### src/design/dim_input_pkg.sv
package dim_input_pkg;

  // ----------------------------------------------------------------
  // timing
  // ----------------------------------------------------------------
  localparam int CLK_PERIOD_PS = 8000;
  localparam int MS_PS = 1000000000;
  localparam int MS_CYCLES_DEF = (MS_PS + CLK_PERIOD_PS - 1) / CLK_PERIOD_PS;
  localparam int PRE_W = 17;
  localparam int MS_W = 14;
  typedef logic [MS_W-1:0] ms_t;

  localparam ms_t DEB_30_MS = 14'h001e;
  localparam ms_t DEB_50_MS = 14'h0032;
  localparam ms_t DEB_80_MS = 14'h0050;
  localparam ms_t DEB_100_MS = 14'h0064;
  localparam ms_t DEB_200_MS = 14'h00c8;
  localparam ms_t DEB_1_S = 14'h03e8;
  localparam ms_t DEB_5_S = 14'h1388;
  localparam ms_t DEB_10_S = 14'h2710;
  localparam ms_t PRESS_BASE_MS = 14'h012c;
  localparam ms_t PRESS_STEP_MS = 14'h0064;
  localparam ms_t RESTORE_5_S = 14'h1388;
  localparam ms_t RESTORE_10_S = 14'h2710;
  localparam ms_t RESTORE_15_S = 14'h3a98;

  // ----------------------------------------------------------------
  // register map
  // ----------------------------------------------------------------
  localparam int ADDR_W = 4;
  localparam logic [ADDR_W-1:0] OFF_CTRL = 4'h0;
  localparam logic [ADDR_W-1:0] OFF_BLOCK = 4'h4;
  localparam logic [ADDR_W-1:0] OFF_STATUS = 4'h8;
  localparam logic [ADDR_W-1:0] OFF_LASTCMD = 4'hc;
  localparam logic [1:0] RESP_OKAY = 2'h0;
  localparam logic [1:0] RESP_SLVERR = 2'h2;

  localparam int F_ACT = 0;
  localparam int F_FN = 1;
  localparam int F_DEB = 3;
  localparam int F_LONG = 6;
  localparam int F_DCEN = 9;
  localparam int F_DCT = 10;
  localparam int F_BLKEN = 13;
  localparam int F_BLKINV = 14;
  localparam int F_VAR = 15;
  localparam int F_INC = 18;
  localparam int F_RST = 21;
  localparam int F_BSET = 25;
  localparam int F_BCAN = 27;
  localparam logic [31:0] CTRL_RESET = 32'h0000_000d;

  // ----------------------------------------------------------------
  // modes
  // ----------------------------------------------------------------
  localparam logic [1:0] FN_DIMMING = 2'h2;
  localparam logic [2:0] VAR_ONE = 3'h0;
  localparam logic [2:0] VAR_BRIGHT_ON = 3'h1;
  localparam logic [2:0] VAR_BRIGHT_TOG = 3'h2;
  localparam logic [2:0] VAR_DARK_OFF = 3'h3;
  localparam logic [2:0] VAR_DARK_TOG = 3'h4;
  localparam logic [1:0] BSET_IGNORE = 2'h0;
  localparam logic [1:0] BSET_ON = 2'h2;
  localparam logic [1:0] BSET_OFF = 2'h3;
  localparam logic [1:0] BCAN_ON = 2'h1;
  localparam logic [1:0] BCAN_OFF = 2'h2;
  localparam logic [2:0] STEP_STOP = 3'h0;
  localparam logic [2:0] STEP_MAX_CODE = 3'h7;

  typedef enum logic [2:0] {ST_IDLE, ST_PRESS, ST_LONG, ST_WAIT2, ST_SECOND} fsm_e;

  function automatic ms_t deb_ms(input logic [2:0] sel);
    case (sel)
      3'h0: deb_ms = DEB_30_MS;
      3'h1: deb_ms = DEB_50_MS;
      3'h2: deb_ms = DEB_80_MS;
      3'h3: deb_ms = DEB_100_MS;
      3'h4: deb_ms = DEB_200_MS;
      3'h5: deb_ms = DEB_1_S;
      3'h6: deb_ms = DEB_5_S;
      default: deb_ms = DEB_10_S;
    endcase
  endfunction

  // 300 ms .. 1 s in 100 ms steps
  function automatic ms_t press_ms(input logic [2:0] sel);
    press_ms = PRESS_BASE_MS + ms_t'(PRESS_STEP_MS * sel);
  endfunction

endpackage

### src/design/debounce_if.sv
`timescale 1ns/1ps
`default_nettype none
interface debounce_if;
  import dim_input_pkg::*;
  logic raw;
  logic stable;
  logic ms_tick;
  ms_t deb_ms;
  modport filt (input raw, input deb_ms, output stable, output ms_tick);
  modport user (output raw, output deb_ms, input stable, input ms_tick);
endinterface
`default_nettype wire

### src/design/contact_debounce.sv
`timescale 1ns/1ps
`default_nettype none
module contact_debounce import dim_input_pkg::*; #(
  parameter int MS_CYCLES = MS_CYCLES_DEF
) (
  input wire logic aclk,
  input wire logic aresetn,
  input wire logic ce,
  debounce_if.filt dif
);

  typedef struct packed {
    logic [PRE_W-1:0] pre;
    logic tick;
    logic stable;
    ms_t cnt;
  } deb_s;

  deb_s s_q;
  deb_s s_d;

  // ----------------------------------------------------------------
  // millisecond base and stability counter
  // ----------------------------------------------------------------
  always_comb begin
    s_d = s_q;
    s_d.tick = 1'b0;
    if (s_q.pre == PRE_W'(MS_CYCLES - 1)) begin
      s_d.pre = '0;
      s_d.tick = 1'b1;
    end else begin
      s_d.pre = s_q.pre + 1'b1;
    end
    if (dif.raw == s_q.stable) begin
      s_d.cnt = '0;
    end else if (s_q.tick) begin
      // level only taken once it held through deb_ms ticks of the ms base, the first of which may come early
      if (s_q.cnt + 1'b1 >= dif.deb_ms) begin
        s_d.stable = dif.raw;
        s_d.cnt = '0;
      end else begin
        s_d.cnt = s_q.cnt + 1'b1;
      end
    end
  end

  always_ff @(posedge aclk) begin
    if (!aresetn) begin
      s_q <= '0;
    end else if (ce) begin
      s_q <= s_d;
    end
  end

  assign dif.stable = s_q.stable;
  assign dif.ms_tick = s_q.tick;

endmodule
`default_nettype wire

### src/design/pushbutton_dimming_input.sv
// Added by the designer: the placing of the registers and register access over AXI4-Lite.
`timescale 1ns/1ps
`default_nettype none
module pushbutton_dimming_input import dim_input_pkg::*; #(
  parameter int MS_CYCLES = MS_CYCLES_DEF
) (
  input wire logic aclk,
  input wire logic aresetn,
  input wire logic ce,
  input wire logic button_in,
  input wire logic bus_restored,
  input wire logic [ADDR_W-1:0] s_axi_awaddr,
  input wire logic [2:0] s_axi_awprot,
  input wire logic s_axi_awvalid,
  output logic s_axi_awready,
  input wire logic [31:0] s_axi_wdata,
  input wire logic [3:0] s_axi_wstrb,
  input wire logic s_axi_wvalid,
  output logic s_axi_wready,
  output logic [1:0] s_axi_bresp,
  output logic s_axi_bvalid,
  input wire logic s_axi_bready,
  input wire logic [ADDR_W-1:0] s_axi_araddr,
  input wire logic [2:0] s_axi_arprot,
  input wire logic s_axi_arvalid,
  output logic s_axi_arready,
  output logic [31:0] s_axi_rdata,
  output logic [1:0] s_axi_rresp,
  output logic s_axi_rvalid,
  input wire logic s_axi_rready,
  output logic cmd_valid,
  output logic cmd_switch,
  output logic cmd_on,
  output logic cmd_up,
  output logic [2:0] cmd_step,
  output logic dclick_pulse,
  output logic toggle_state,
  output logic blocked
);

  typedef struct packed {
    logic aw_held;
    logic [ADDR_W-1:0] awaddr;
    logic w_held;
    logic [31:0] wdata;
    logic [3:0] wstrb;
    logic bvalid;
    logic [1:0] bresp;
    logic rvalid;
    logic [31:0] rdata;
    logic [1:0] rresp;
    logic [31:0] ctrl;
    logic block_val;
    fsm_e st;
    ms_t tmr;
    logic last_up;
    logic toggle;
    logic blocked;
    logic rst_pend;
    logic rst_on;
    ms_t rst_lim;
    ms_t rst_tmr;
    logic cmd_valid;
    logic cmd_switch;
    logic cmd_on;
    logic cmd_up;
    logic [2:0] cmd_step;
    logic dclick;
  } top_s;

  top_s s_q, s_d;
  debounce_if dif ();
  contact_debounce #(.MS_CYCLES(MS_CYCLES)) u_debounce (
    .aclk(aclk),
    .aresetn(aresetn),
    .ce(ce),
    .dif(dif)
  );
  assign dif.raw = button_in;
  assign dif.deb_ms = deb_ms(s_q.ctrl[F_DEB +: 3]);

  // ----------------------------------------------------------------
  // configuration fields
  // ----------------------------------------------------------------
  logic chan_on, blk_want;
  logic [2:0] variant, step_code;
  logic [1:0] bset, bcan;
  logic [3:0] rst_code;
  assign chan_on = s_q.ctrl[F_ACT] && (s_q.ctrl[F_FN +: 2] == FN_DIMMING);
  assign variant = s_q.ctrl[F_VAR +: 3];
  assign bset = s_q.ctrl[F_BSET +: 2];
  assign bcan = s_q.ctrl[F_BCAN +: 2];
  assign rst_code = s_q.ctrl[F_RST +: 4];
  // field value n gives step code n+1, capped at 7; release then sends the stop
  assign step_code = (s_q.ctrl[F_INC +: 3] >= STEP_MAX_CODE) ? STEP_MAX_CODE
                     : s_q.ctrl[F_INC +: 3] + 3'h1;
  // an ignored block never blocks, so the cancel action cannot follow either
  assign blk_want = s_q.ctrl[F_BLKEN]
                    && (s_q.block_val ^ s_q.ctrl[F_BLKINV])
                    && (bset != BSET_IGNORE);
  // ready only while state advances, so nothing is taken and lost
  assign s_axi_awready = ce && !s_q.aw_held;
  assign s_axi_wready = ce && !s_q.w_held;
  assign s_axi_arready = ce && !s_q.rvalid;

  // ----------------------------------------------------------------
  // next state
  // ----------------------------------------------------------------
  always_comb begin
    logic ev, ev_sw, ev_on, ev_up, short_ev, long_ev, stop_ev, short_on, long_up;
    logic [2:0] ev_step;
    ev = 1'b0;
    ev_sw = 1'b0;
    ev_on = 1'b0;
    ev_up = 1'b0;
    ev_step = STEP_STOP;
    short_ev = 1'b0;
    long_ev = 1'b0;
    stop_ev = 1'b0;
    short_on = 1'b0;
    long_up = 1'b0;
    s_d = s_q;
    s_d.cmd_valid = 1'b0;
    s_d.dclick = 1'b0;
    if (s_axi_awvalid && s_axi_awready) begin
      s_d.aw_held = 1'b1;
      s_d.awaddr = s_axi_awaddr;
    end
    if (s_axi_wvalid && s_axi_wready) begin
      s_d.w_held = 1'b1;
      s_d.wdata = s_axi_wdata;
      s_d.wstrb = s_axi_wstrb;
    end
    if (s_q.aw_held && s_q.w_held && !s_q.bvalid) begin
      s_d.aw_held = 1'b0;
      s_d.w_held = 1'b0;
      s_d.bvalid = 1'b1;
      s_d.bresp = RESP_OKAY;
      case (s_q.awaddr)
        OFF_CTRL: begin
          for (int i = 0; i < 4; i++) begin
            if (s_q.wstrb[i]) begin
              s_d.ctrl[8*i +: 8] = s_q.wdata[8*i +: 8];
            end
          end
        end
        OFF_BLOCK: begin
          if (s_q.wstrb[0]) begin
            s_d.block_val = s_q.wdata[0];
          end
        end
        OFF_STATUS, OFF_LASTCMD: ;
        default: s_d.bresp = RESP_SLVERR;
      endcase
    end
    if (s_q.bvalid && s_axi_bready) begin
      s_d.bvalid = 1'b0;
    end
    if (s_axi_arvalid && s_axi_arready) begin
      s_d.rvalid = 1'b1;
      s_d.rresp = RESP_OKAY;
      case (s_axi_araddr)
        OFF_CTRL: s_d.rdata = s_q.ctrl;
        OFF_BLOCK: s_d.rdata = {31'h0000_0000, s_q.block_val};
        OFF_STATUS: s_d.rdata = {25'h000_0000, s_q.st, s_q.rst_pend, s_q.toggle, s_q.blocked, dif.stable};
        OFF_LASTCMD: s_d.rdata = {26'h000_0000, s_q.cmd_step, s_q.cmd_up, s_q.cmd_on, s_q.cmd_switch};
        default: begin
          s_d.rdata = 32'h0000_0000;
          s_d.rresp = RESP_SLVERR;
        end
      endcase
    end else if (s_q.rvalid && s_axi_rready) begin
      s_d.rvalid = 1'b0;
    end
    if (dif.ms_tick && (s_q.tmr != '1)) begin
      s_d.tmr = s_q.tmr + 1'b1;
    end
    if (!chan_on || s_q.blocked) begin
      // blocked: no press becomes a command and nothing repeats
      s_d.st = ST_IDLE;
    end else begin
      case (s_q.st)
        ST_IDLE: begin
          if (dif.stable) begin
            s_d.st = ST_PRESS;
            s_d.tmr = '0;
          end
        end
        ST_PRESS: begin
          if (!dif.stable) begin
            if (s_q.ctrl[F_DCEN]) begin
              s_d.st = ST_WAIT2;
              s_d.tmr = '0;
            end else begin
              short_ev = 1'b1;
              s_d.st = ST_IDLE;
            end
          end else if (s_q.tmr >= press_ms(s_q.ctrl[F_LONG +: 3])) begin
            long_ev = 1'b1;
            s_d.st = ST_LONG;
          end
        end
        ST_LONG: begin
          if (!dif.stable) begin
            stop_ev = 1'b1;
            s_d.st = ST_IDLE;
          end
        end
        ST_WAIT2: begin
          if (dif.stable) begin
            s_d.dclick = 1'b1;
            s_d.st = ST_SECOND;
          end else if (s_q.tmr >= press_ms(s_q.ctrl[F_DCT +: 3])) begin
            // window over: the first press stands as a single click
            short_ev = 1'b1;
            s_d.st = ST_IDLE;
          end
        end
        ST_SECOND: begin
          if (!dif.stable) begin
            s_d.st = ST_IDLE;
          end
        end
        default: s_d.st = ST_IDLE;
      endcase
    end
    case (variant)
      VAR_BRIGHT_ON: begin
        short_on = 1'b1;
        long_up = 1'b1;
      end
      VAR_BRIGHT_TOG: begin
        short_on = !s_q.toggle;
        long_up = 1'b1;
      end
      VAR_DARK_OFF: begin
        short_on = 1'b0;
        long_up = 1'b0;
      end
      VAR_DARK_TOG: begin
        short_on = !s_q.toggle;
        long_up = 1'b0;
      end
      default: begin
        short_on = !s_q.toggle;
        long_up = !s_q.last_up;
      end
    endcase
    if (short_ev) begin
      ev = 1'b1;
      ev_sw = 1'b1;
      ev_on = short_on;
    end
    if (long_ev) begin
      ev = 1'b1;
      ev_up = long_up;
      ev_step = step_code;
      s_d.last_up = long_up;
    end
    if (stop_ev) begin
      ev = 1'b1;
      ev_up = s_q.last_up;
      ev_step = STEP_STOP;
    end
    if (s_q.rst_pend && dif.ms_tick) begin
      s_d.rst_tmr = s_q.rst_tmr + 1'b1;
    end
    if (s_q.rst_pend && (s_q.rst_tmr >= s_q.rst_lim)) begin
      s_d.rst_pend = 1'b0;
      ev = 1'b1;
      ev_sw = 1'b1;
      ev_on = s_q.rst_on;
    end
    if (bus_restored) begin
      s_d.rst_tmr = '0;
      s_d.rst_pend = 1'b0;
      case (rst_code)
        4'h1, 4'h2: begin
          ev = 1'b1;
          ev_sw = 1'b1;
          ev_on = (rst_code == 4'h1);
        end
        4'h3, 4'h4, 4'h5, 4'h6, 4'h7, 4'h8: begin
          s_d.rst_pend = 1'b1;
          s_d.rst_on = (rst_code <= 4'h5);
          case (rst_code)
            4'h3, 4'h6: s_d.rst_lim = RESTORE_5_S;
            4'h4, 4'h7: s_d.rst_lim = RESTORE_10_S;
            default: s_d.rst_lim = RESTORE_15_S;
          endcase
        end
        default: ;
      endcase
    end
    // block set and cancel take precedence over everything else
    s_d.blocked = blk_want;
    if (blk_want && !s_q.blocked && (bset == BSET_ON || bset == BSET_OFF)) begin
      ev = 1'b1;
      ev_sw = 1'b1;
      ev_on = (bset == BSET_ON);
    end
    if (!blk_want && s_q.blocked && (bcan == BCAN_ON || bcan == BCAN_OFF)) begin
      ev = 1'b1;
      ev_sw = 1'b1;
      ev_on = (bcan == BCAN_ON);
    end
    // an inactive or non-dimming channel sends nothing at all
    if (ev && chan_on) begin
      s_d.cmd_valid = 1'b1;
      s_d.cmd_switch = ev_sw;
      s_d.cmd_on = ev_on;
      s_d.cmd_up = ev_up;
      s_d.cmd_step = ev_step;
      // assumed dimmer state follows what was last sent
      if (ev_sw) begin
        s_d.toggle = ev_on;
      end else if (ev_up && (ev_step != STEP_STOP)) begin
        s_d.toggle = 1'b1;
      end
    end
  end

  always_ff @(posedge aclk) begin
    if (!aresetn) begin
      s_q <= '0;
      s_q.ctrl <= CTRL_RESET;
      s_q.st <= ST_IDLE;
    end else if (ce) begin
      s_q <= s_d;
    end
  end

  // ----------------------------------------------------------------
  // outputs
  // ----------------------------------------------------------------
  assign s_axi_bvalid = s_q.bvalid;
  assign s_axi_bresp = s_q.bresp;
  assign s_axi_rvalid = s_q.rvalid;
  assign s_axi_rdata = s_q.rdata;
  assign s_axi_rresp = s_q.rresp;
  assign cmd_valid = s_q.cmd_valid;
  assign cmd_switch = s_q.cmd_switch;
  assign cmd_on = s_q.cmd_on;
  assign cmd_up = s_q.cmd_up;
  assign cmd_step = s_q.cmd_step;
  assign dclick_pulse = s_q.dclick;
  assign toggle_state = s_q.toggle;
  assign blocked = s_q.blocked;

endmodule
`default_nettype wire

### config.mk
export PLATFORM = sky130hd
export DESIGN_NAME = pushbutton_dimming_input
export DESIGN_NICKNAME = d
export VERILOG_FILES = /design/src/design/dim_input_pkg.sv /design/src/design/debounce_if.sv /design/src/design/contact_debounce.sv /design/src/design/pushbutton_dimming_input.sv
export SDC_FILE = /design/constraint.sdc
export NUM_CORES = 1
export LEC_CHECK = 0
export ABC_CLOCK_PERIOD_IN_PS = 3100
export BUFFER_PORTS_ARGS = -buffer_cell sky130_fd_sc_hd__buf_2
export CORE_MARGIN = 5
export CORE_UTILIZATION = 54
export CTS_CLUSTER_DIAMETER = 80
export DETAILED_ROUTE_END_ITERATION = 16
export GPL_TIMING_DRIVEN = 0
export PLACE_DENSITY = 0.74
export SYNTH_ARGS = -nofsm -noshare
export SYNTH_HDL_FRONTEND = slang
export SYNTH_HIERARCHICAL = 1
export SYNTH_SLANG_ARGS = --single-unit
### constraint.sdc
create_clock -name aclk -period 3.1 [get_ports aclk]
set_clock_uncertainty 0.05 [all_clocks]
set_input_delay 0.31 -clock aclk [delete_from_list [all_inputs] [get_ports aclk]]
set_output_delay 0.31 -clock aclk [all_outputs]
set_load 0.03 [all_outputs]
==> run summary, run 1 <==
Max incr delay on CP = 0.43 ns
Area Overhead vs Synth = 17.6%
Pwr dens = 422 nW/um^2
WP depth = 15
Area share of the leading cell type in the synthesized netlist = 38.3%
Synth Area in Adders = 8.11%
# DRC = 0
Final Hold Fails = 0
Crit-path slowest cell = or4_4
Max FO, Critical Path = 5
Pins over their slew limit = 0
Leakage power = 0.00493 uW
Cell area after synthesis = 10200 um^2
Top_reg_cell synth = dfxtp_1
R2R cell count = 15
Cts hold-fix bufs = 0
Final WS setup = -0.00457 ns
Die area = 21600 um^2
Multiplexer share of the synthesized area = 1.65%
Synthesized area per cell = 8.21 um^2
Vias in the first global route = 8579
HPWL Detailed = 19600 um
Starting density of the core = 54.6%
Placed Area = 11000 um^2
Simple-gate share of the synthesized area = 23.9%
Startpoint types = flip-flop
Synth top area cells = dfxtp_1 (38%), ha_1 (8.0%), nand2_1 (6.8%), a21oi_1 (5.8%), nor2_1 (5.1%)
DRT Pass-1 Iters = 5
Compound-Gate Fraction of Synth Area = 16.1%
Pin count of the biggest net entering global routing = 22
Worst vdd ir = 420 uV
DIE WIDTH = 147 um
Share of post-route cells with drive strength above 1 = 20.4%
Final worst-path cycle share = 100%
Unrepaired setup endpoints after global routing = true
All-Layer GR Usage = 24.3%
Crit path top cell by count = a21oi_2
Relative slew slack = 34.3%
Multi-input logic area = 5790 um^2
Area leader, netlist = dfxtp_1
Yosys warning count = 6
GRT overflow = 0
Fill cells = 1607
WHS = 0.0406 ns
# nets final = 1497
Post-synthesis xor/xnor area fraction = 4.82%
Setup-failing EPs final = 1
Post-Syn Instances = 1237
Max Cap Viol = 0
Worst Setup End Kind = flip-flop
Vias per cell = 5.56
Crit path time final = 3.10 ns
Die height = 147 um
Reg power frac = 50.4%
Hold Path Depth = 3
Total Wirelength = 26800 um
Outcome = finished with violations
Setup TNS = -0.00457 ns
I/O pin count = 111
Most common cell in the netlist = dfxtp_1
Sw frac = 26.5%
H-tree lvl count = 4
Vias after detailed routing = 9006
Failing checks = setup timing
Part of the power in combinational logic = 5.2%
Worst path top cell family by delay = compound AO/OA/AOI/OAI gates
CTS max path bufs = 2
Worst EP required = 3.43 ns
Int Power = 3700 uW
Fin area = 11900 um^2
Initial antenna violation count = 1
Final Core Density = 64.2%
Ant diodes = 0
Worst hold path type = in2reg
Post-synthesis register bit count = 194
Root buf cell = clkbuf_16
Largest family of logic cells by synthesized area = simple AND/OR/NAND/NOR gates
Storage cell area = 3900 um^2
Critical Path, Cell by Cell = buf_4 > ha_4 > a21o_1 > a21oi_2 > inv_1 > a21oi_2 > xnor2_1 > ha_1 > o21ai_2 > o2111ai_2 > a21oi_2 > a221oi_2 > o21ai_2 > or4_4 > a21oi_2
CTS tree = yes
Placer congestion estimate = 0.896
Seq/Total Area, Yosys = 38.3%
Switching pwr = 1330 uW
Clk_lat worst skew = 0.45 ns
CTS sink cnt = 194
# rows = 50
Synth cell count leaders = dfxtp_1 (194), nand2_1 (184), nor2_1 (138), a21oi_1 (117), ha_1 (65)
Synth async-reset ratio = 0%
CORE AREA = 18600 um^2
First-pass GRT wire length = 42900 um
Crit path buf inv count = 2
Post-synth EDFFs = 0
Netlist cell types = 87
Highest Clock Rate = 0.322 GHz
Arrival time at the worst endpoint = 3.43 ns
# port buffers = 101
Worst Max-Slew Pin Slew = 0.977 ns
Clock power share = 44.3%
First DRT Iteration DRCs = 587
CP Class = reg2reg
Cts bufs inserted = 17
Routed Antenna Nets = 0
Clk slew on worst S/H paths = 0.08 ns
Post-DR wirelength/cell = 16.6 um
-- metal layers --
metal	up-vias	wire [um]	track usage (%)	share of wire, %
met3	44	1410	4.41	5.2
met5	-	13	0	0.048
met2	267	13000	41.3	48
met1	4191	11700	31.2	44
li1	4502	-	-	-
met4	2	671	7.88	2.5
-- worst reg2reg max path, delay by kind of cell (launching register included) --
| kind | cells | cell delay, ns |
|---|---|---|
| flops | 1 | 0.37 |
| fa+ha+maj | 2 | 0.50 |
| compound gates | 9 | 1.36 |
| simple gates | 1 | 0.43 |
| xor+xnor | 1 | 0.09 |
| buf+inv | 2 | 0.24 |
-- flip-flops by register name, summed over array words and instances (netlist names), 2 cells and up --
signal          flops
bset                2
rst_code            4
cmd_step            3
s_axi_rdata        32
s_q               107
bcan                2
u_debounce/s_q     31
-- power by group through the flow --
stage | Clock, uW | Combinational (uW) | Sequential, uW
floorplan | 0 | 157 | 2600
global placement | 0 | 256 | 2600
detailed placement | 0 | 259 | 2600
CTS | 2250 | 261 | 2540
global route | 2360 | 289 | 2540
finish | 2230 | 263 | 2540
-- metrics by stage --
stage	total power (uW)	worst slack (ns)	cells
after floorplan	2750	0.0503	1240
after global placement	2850	-0.366	1575
after detailed placement	2860	-0.457	1575
after CTS	5050	0.00338	1614
after global routing	5190	-0.161	1619
final	5030	-0.00457	1619
-- timing repair --
action | CTS | global route
pin swaps | 15 | 14
gates resized for setup | 34 | 28
buffers inserted | 7 | 5
endpoints found under the setup margin | 13 | 14
-- cells in the final DEF, fill, tap and decap left out, types with 8 or more instances in the layout --
| cell type | instances |
|---|---|
| dfxtp_1 | 187 |
| nand2_1 | 183 |
| nor2_1 | 136 |
| a21oi_1 | 108 |
| buf_2 | 108 |
| nand3_1 | 61 |
| ha_1 | 57 |
| buf_4 | 51 |
| inv_1 | 46 |
| clkbuf_1 | 44 |
| xor2_1 | 35 |
| a22oi_1 | 34 |
| o21ai_0 | 24 |
| xnor2_1 | 17 |
| nand4_1 | 17 |
| clkbuf_16 | 17 |
| and2_1 | 13 |
| and3_1 | 12 |
| a21oi_2 | 11 |
| mux2i_1 | 10 |
| a32o_1 | 8 |
-- cells by family (layout without fill, tap and decap cells) --
logic type                 count (synthesis)  in the layout
buffers and inverters                    146            291
muxes                                     15             15
AOI/OAI and AO/OA                        252            252
xor gates and xnor gates                  55             55
and+or+nand+nor                          508            508
other                                      1              4
adders and majority gates                 66             66
DFF                                      194            194
-- cell type report --
cell class | count | share of cell area (%)
multi-input combinational | 900 | 48.6
sequential | 194 | 32.7
inverter | 50 | 1.61
clock inverter | 15 | 1.54
tap | 234 | 2.45
timing repair buffer | 113 | 5.05
buffer | 96 | 4.51
clock buffer | 17 | 3.57
-- worst paths after layout --
| kind | start | to | slack, ns |
|---|---|---|---|
| worst min register to register | s_q[161] | s_q[161] | 0.41 |
| worst max-delay path | s_q[70] | s_q[56] | -0.005 |
| worst max register to register | s_q[70] | s_q[56] | -0.005 |
| worst min-delay path | s_axi_wdata[28] | s_q[161] | 0.04 |
No activity file was read; power rests on OpenSTA's default activity.
==> run 2, diff against run 1 <==
--- a/config.mk
+++ b/config.mk
@@ -5,6 +5,7 @@
 export SDC_FILE = /design/constraint.sdc
 export NUM_CORES = 1
 export LEC_CHECK = 0
+export ABC_AREA = 1
 export ABC_CLOCK_PERIOD_IN_PS = 3100
 export BUFFER_PORTS_ARGS = -buffer_cell sky130_fd_sc_hd__buf_2
 export CORE_MARGIN = 5
==> run 2 against run 1 <==
Effect of this change: the run still ends with setup timing left; power grew 10%; final cell count is 18% higher; worst setup slack gained 0.0044 ns; cell area increased by 3.8%; wire length increased by 4.3%; register-to-register slack about the same; sequential cell count did not move; largest cell class unchanged.
==> run summary, run 2 <==
Outcome = finished with violations
Failing checks = setup timing
Worst hold path type = in2reg
DIE WIDTH = 150 um (+1.9%)
Area share of the leading cell type in the synthesized netlist = 36.7% (-1.5 points)
Routed Antenna Nets = 0 (unchanged)
Synth top area cells = dfxtp_1 (37%), nand2_1 (11%), a21oi_1 (7.7%), ha_1 (7.7%), inv_1 (6.1%)
# DRC = 0 (unchanged)
Post-synthesis register bit count = 194 (unchanged)
Hold Path Origin = s_axi_awaddr[1]
Fin area = 12400 um^2 (+3.8%)
Hold Path Depth = 3 (unchanged)
Synth cell count leaders = nand2_1 (304), dfxtp_1 (194), inv_1 (171), a21oi_1 (163), nor2_1 (146)
Area Overhead vs Synth = 17.2%
Vias per cell = 5.24 (-5.7%)
Final worst-path cycle share = 100% (-0.14 points)
Post-Syn Instances = 1489 (+20%)
Top_reg_cell synth = dfxtp_1
Setup Slack @ Placement = -0.382 ns (+0.0753 ns)
# rows = 51 (+2.0%)
CTS tree = yes
CORE AREA = 19400 um^2 (+4.4%)
Relative slew slack = 46.1% (+12 points)
Total Wirelength = 28000 um (+4.3%)
Worst Max-Slew Pin Slew = 0.809 ns (-0.168 ns)
Share of post-route cells with drive strength above 1 = 17.9% (-2.5 points)
Commonest non-fill, non-tap cells in the layout = nand2_1 (300), dfxtp_1 (188), inv_1 (164)
HPWL Detailed = 21000 um (+6.9%)
Non-filler cells, final = 1907 (+18%)
Worst EP required = 3.39 ns (-0.04 ns)
Area leader, netlist = dfxtp_1
# nets final = 1754 (+17%)
Netlist cell types = 53 (-39%)
H-tree lvl count = 4 (unchanged)
Worst vdd ir = 440 uV (+4.9%)
Pins over their slew limit = 0 (unchanged)
Crit-path slowest cell = dfxtp_4
Seq/Total Area, Yosys = 36.7% (-1.5 points)
Vias in the first global route = 9412 (+9.7%)
Max FFs per register = 107 (unchanged)
Critical Path, Cell by Cell = inv_6 > ha_4 > inv_2 > ha_4 > ha_4 > a21oi_2 > xnor2_1 > ha_1 > nand2_1 > inv_1 > nand2_1 > nor2_1 > nand2_1 > nand3_4 > buf_6 > nand3b_1 > nand2_1 > nand2_1 > nand2_1 > nand4_1 > nor2_1 > nor2_1
Yosys warning count = 6 (unchanged)
Max incr delay on CP = 0.39 ns (-0.04 ns)
Max FO, Critical Path = 5 (unchanged)
Unrepaired setup endpoints after global routing = true
R2R cell count = 22 (+7)
Pwr dens = 448 nW/um^2 (+6.2%)
Setup-failing EPs final = 1 (unchanged)
Max Cap Viol = 0 (unchanged)
R2r startpoint = s_q[66]
Cell count after placement = 1859 (+18%)
Final Hold Fails = 0 (unchanged)
Highest Clock Rate = 0.323 GHz (+0.14%)
Die height = 150 um (+1.9%)
CTS sink cnt = 194 (unchanged)
Final WS setup = -0.000154 ns (+0.00442 ns)
Crit path top cell by count = nand2_1
Worst Setup End Kind = flip-flop
First DRT Iteration DRCs = 619 (+5.5%)
First-pass GRT wire length = 45700 um (+6.4%)
# port buffers = 102 (+0.99%)
Clk slew on worst S/H paths = 0.09 ns (about the same)
Final Core Density = 63.9% (-0.36 points)
CTS max path bufs = 2 (unchanged)
Post-synth EDFFs = 0 (unchanged)
Vias after detailed routing = 9999 (+11%)
Arrival time at the worst endpoint = 3.39 ns (-0.04 ns)
I/O pin count = 111 (unchanged)
Post-DR wirelength/cell = 14.7 um (-11%)
Root buf cell = clkbuf_16
Cts bufs inserted = 17 (unchanged)
DRT Pass-1 Iters = 5 (unchanged)
Ant diodes = 0 (unchanged)
Crit path buf inv count = 4 (+2)
GRT overflow = 0 (unchanged)
Synthesized area per cell = 7.10 um^2 (-13%)
Die area = 22500 um^2 (+3.9%)
Placed Area = 11400 um^2 (+4.2%)
WP depth = 22 (+7)
Pin count of the biggest net entering global routing = 25 (+14%)
Starting density of the core = 54.5% (-0.13 points)
Crit path from = s_q[66]
All-Layer GR Usage = 25.2% (+0.94 points)
Placer congestion estimate = 0.901 (+0.56%)
Clk_lat worst skew = 0.46 ns (about the same)
Cell area after synthesis = 10600 um^2 (+4.2%)
Startpoint types = flip-flop
Most common cell in the netlist = nand2_1
Leakage power = 0.00545 uW (+11%)
CP Class = reg2reg
Worst path top cell family by delay = simple AND/OR/NAND/NOR gates
Biggest register = s_q
Cts hold-fix bufs = 0 (unchanged)
Initial antenna violation count = 0 (-1)
Crit path time final = 3.10 ns (-0.00442 ns)
Most common cell after layout, fill and taps aside = nand2_1
Synth async-reset ratio = 0% (unchanged)
-- run 2: final timing paths --
| kind | endpoint | slack, ns |
|---|---|---|
| worst max-delay path | toggle_state | -0.0002 |
| worst min-delay path | s_q[167] | 0.03 |
| worst max register to register | toggle_state | -0.0002 |
| worst min register to register | s_q[163] | 0.41 |
-- run 2: cells by family after synthesis --
logic type | synth area share [%]
xor+xnor | 2.14
flops | 36.7
simple gates | 26.5
compound gates | 15.7
other cells | 0.0355
buf+inv | 11.2
fa+ha+maj | 7.69
-- run 2: layer usage --
layer / routed length (um) / vias to the layer above / GRT usage, %
met5: 0 / - / 0
met4: 523 / 0 / 8.01
met3: 1590 / 40 / 4.42
met2: 13200 / 284 / 41.5
met1: 12700 / 4576 / 33.7
li1: - / 5099 / -
-- run 2: timing repair --
| item | 4_1_cts | 5_1_grt |
|---|---|---|
| gates resized for setup | 20 | 38 |
| buffers inserted | 6 | 10 |
| pin swaps | 4 | 27 |
| setup endpoints to repair | 11 | 12 |
-- run 2: through the flow --
stage / hold WS [ns] / TNS (ns) / total power [uW]
after global placement: 0.393 / -2.10 / 3190
after global routing: 0.0365 / -0.489 / 5730
after CTS: 0.0166 / 0 / 5540
after detailed placement: 0.397 / -2.77 / 3190
final: 0.0294 / -0.000154 / 5540
after floorplan: 0.380 / 0 / 3020
-- run 2: tightest hold or removal path, delay by kind of cell --
| kind | cells | cell delay [ns] |
|---|---|---|
| simple gates | 2 | 0.11 |
| buf+inv | 1 | 0.08 |
-- run 2: cell type report --
cell class                 count  area [um^2]
buffer                        87          507
inverter                     180          688
multi-input combinational   1031         5670
clock buffer                  17          425
clock inverter                15          228
tap                          265          332
timing repair buffer         118          638
sequential                   194         3900
fill                        1799         7010
-- run 2: where the power goes --
part	internal [uW]	switching [uW]	total, uW
Combinational	192	378	570
Sequential	2560	45.4	2610
Clock	1150	1220	2370
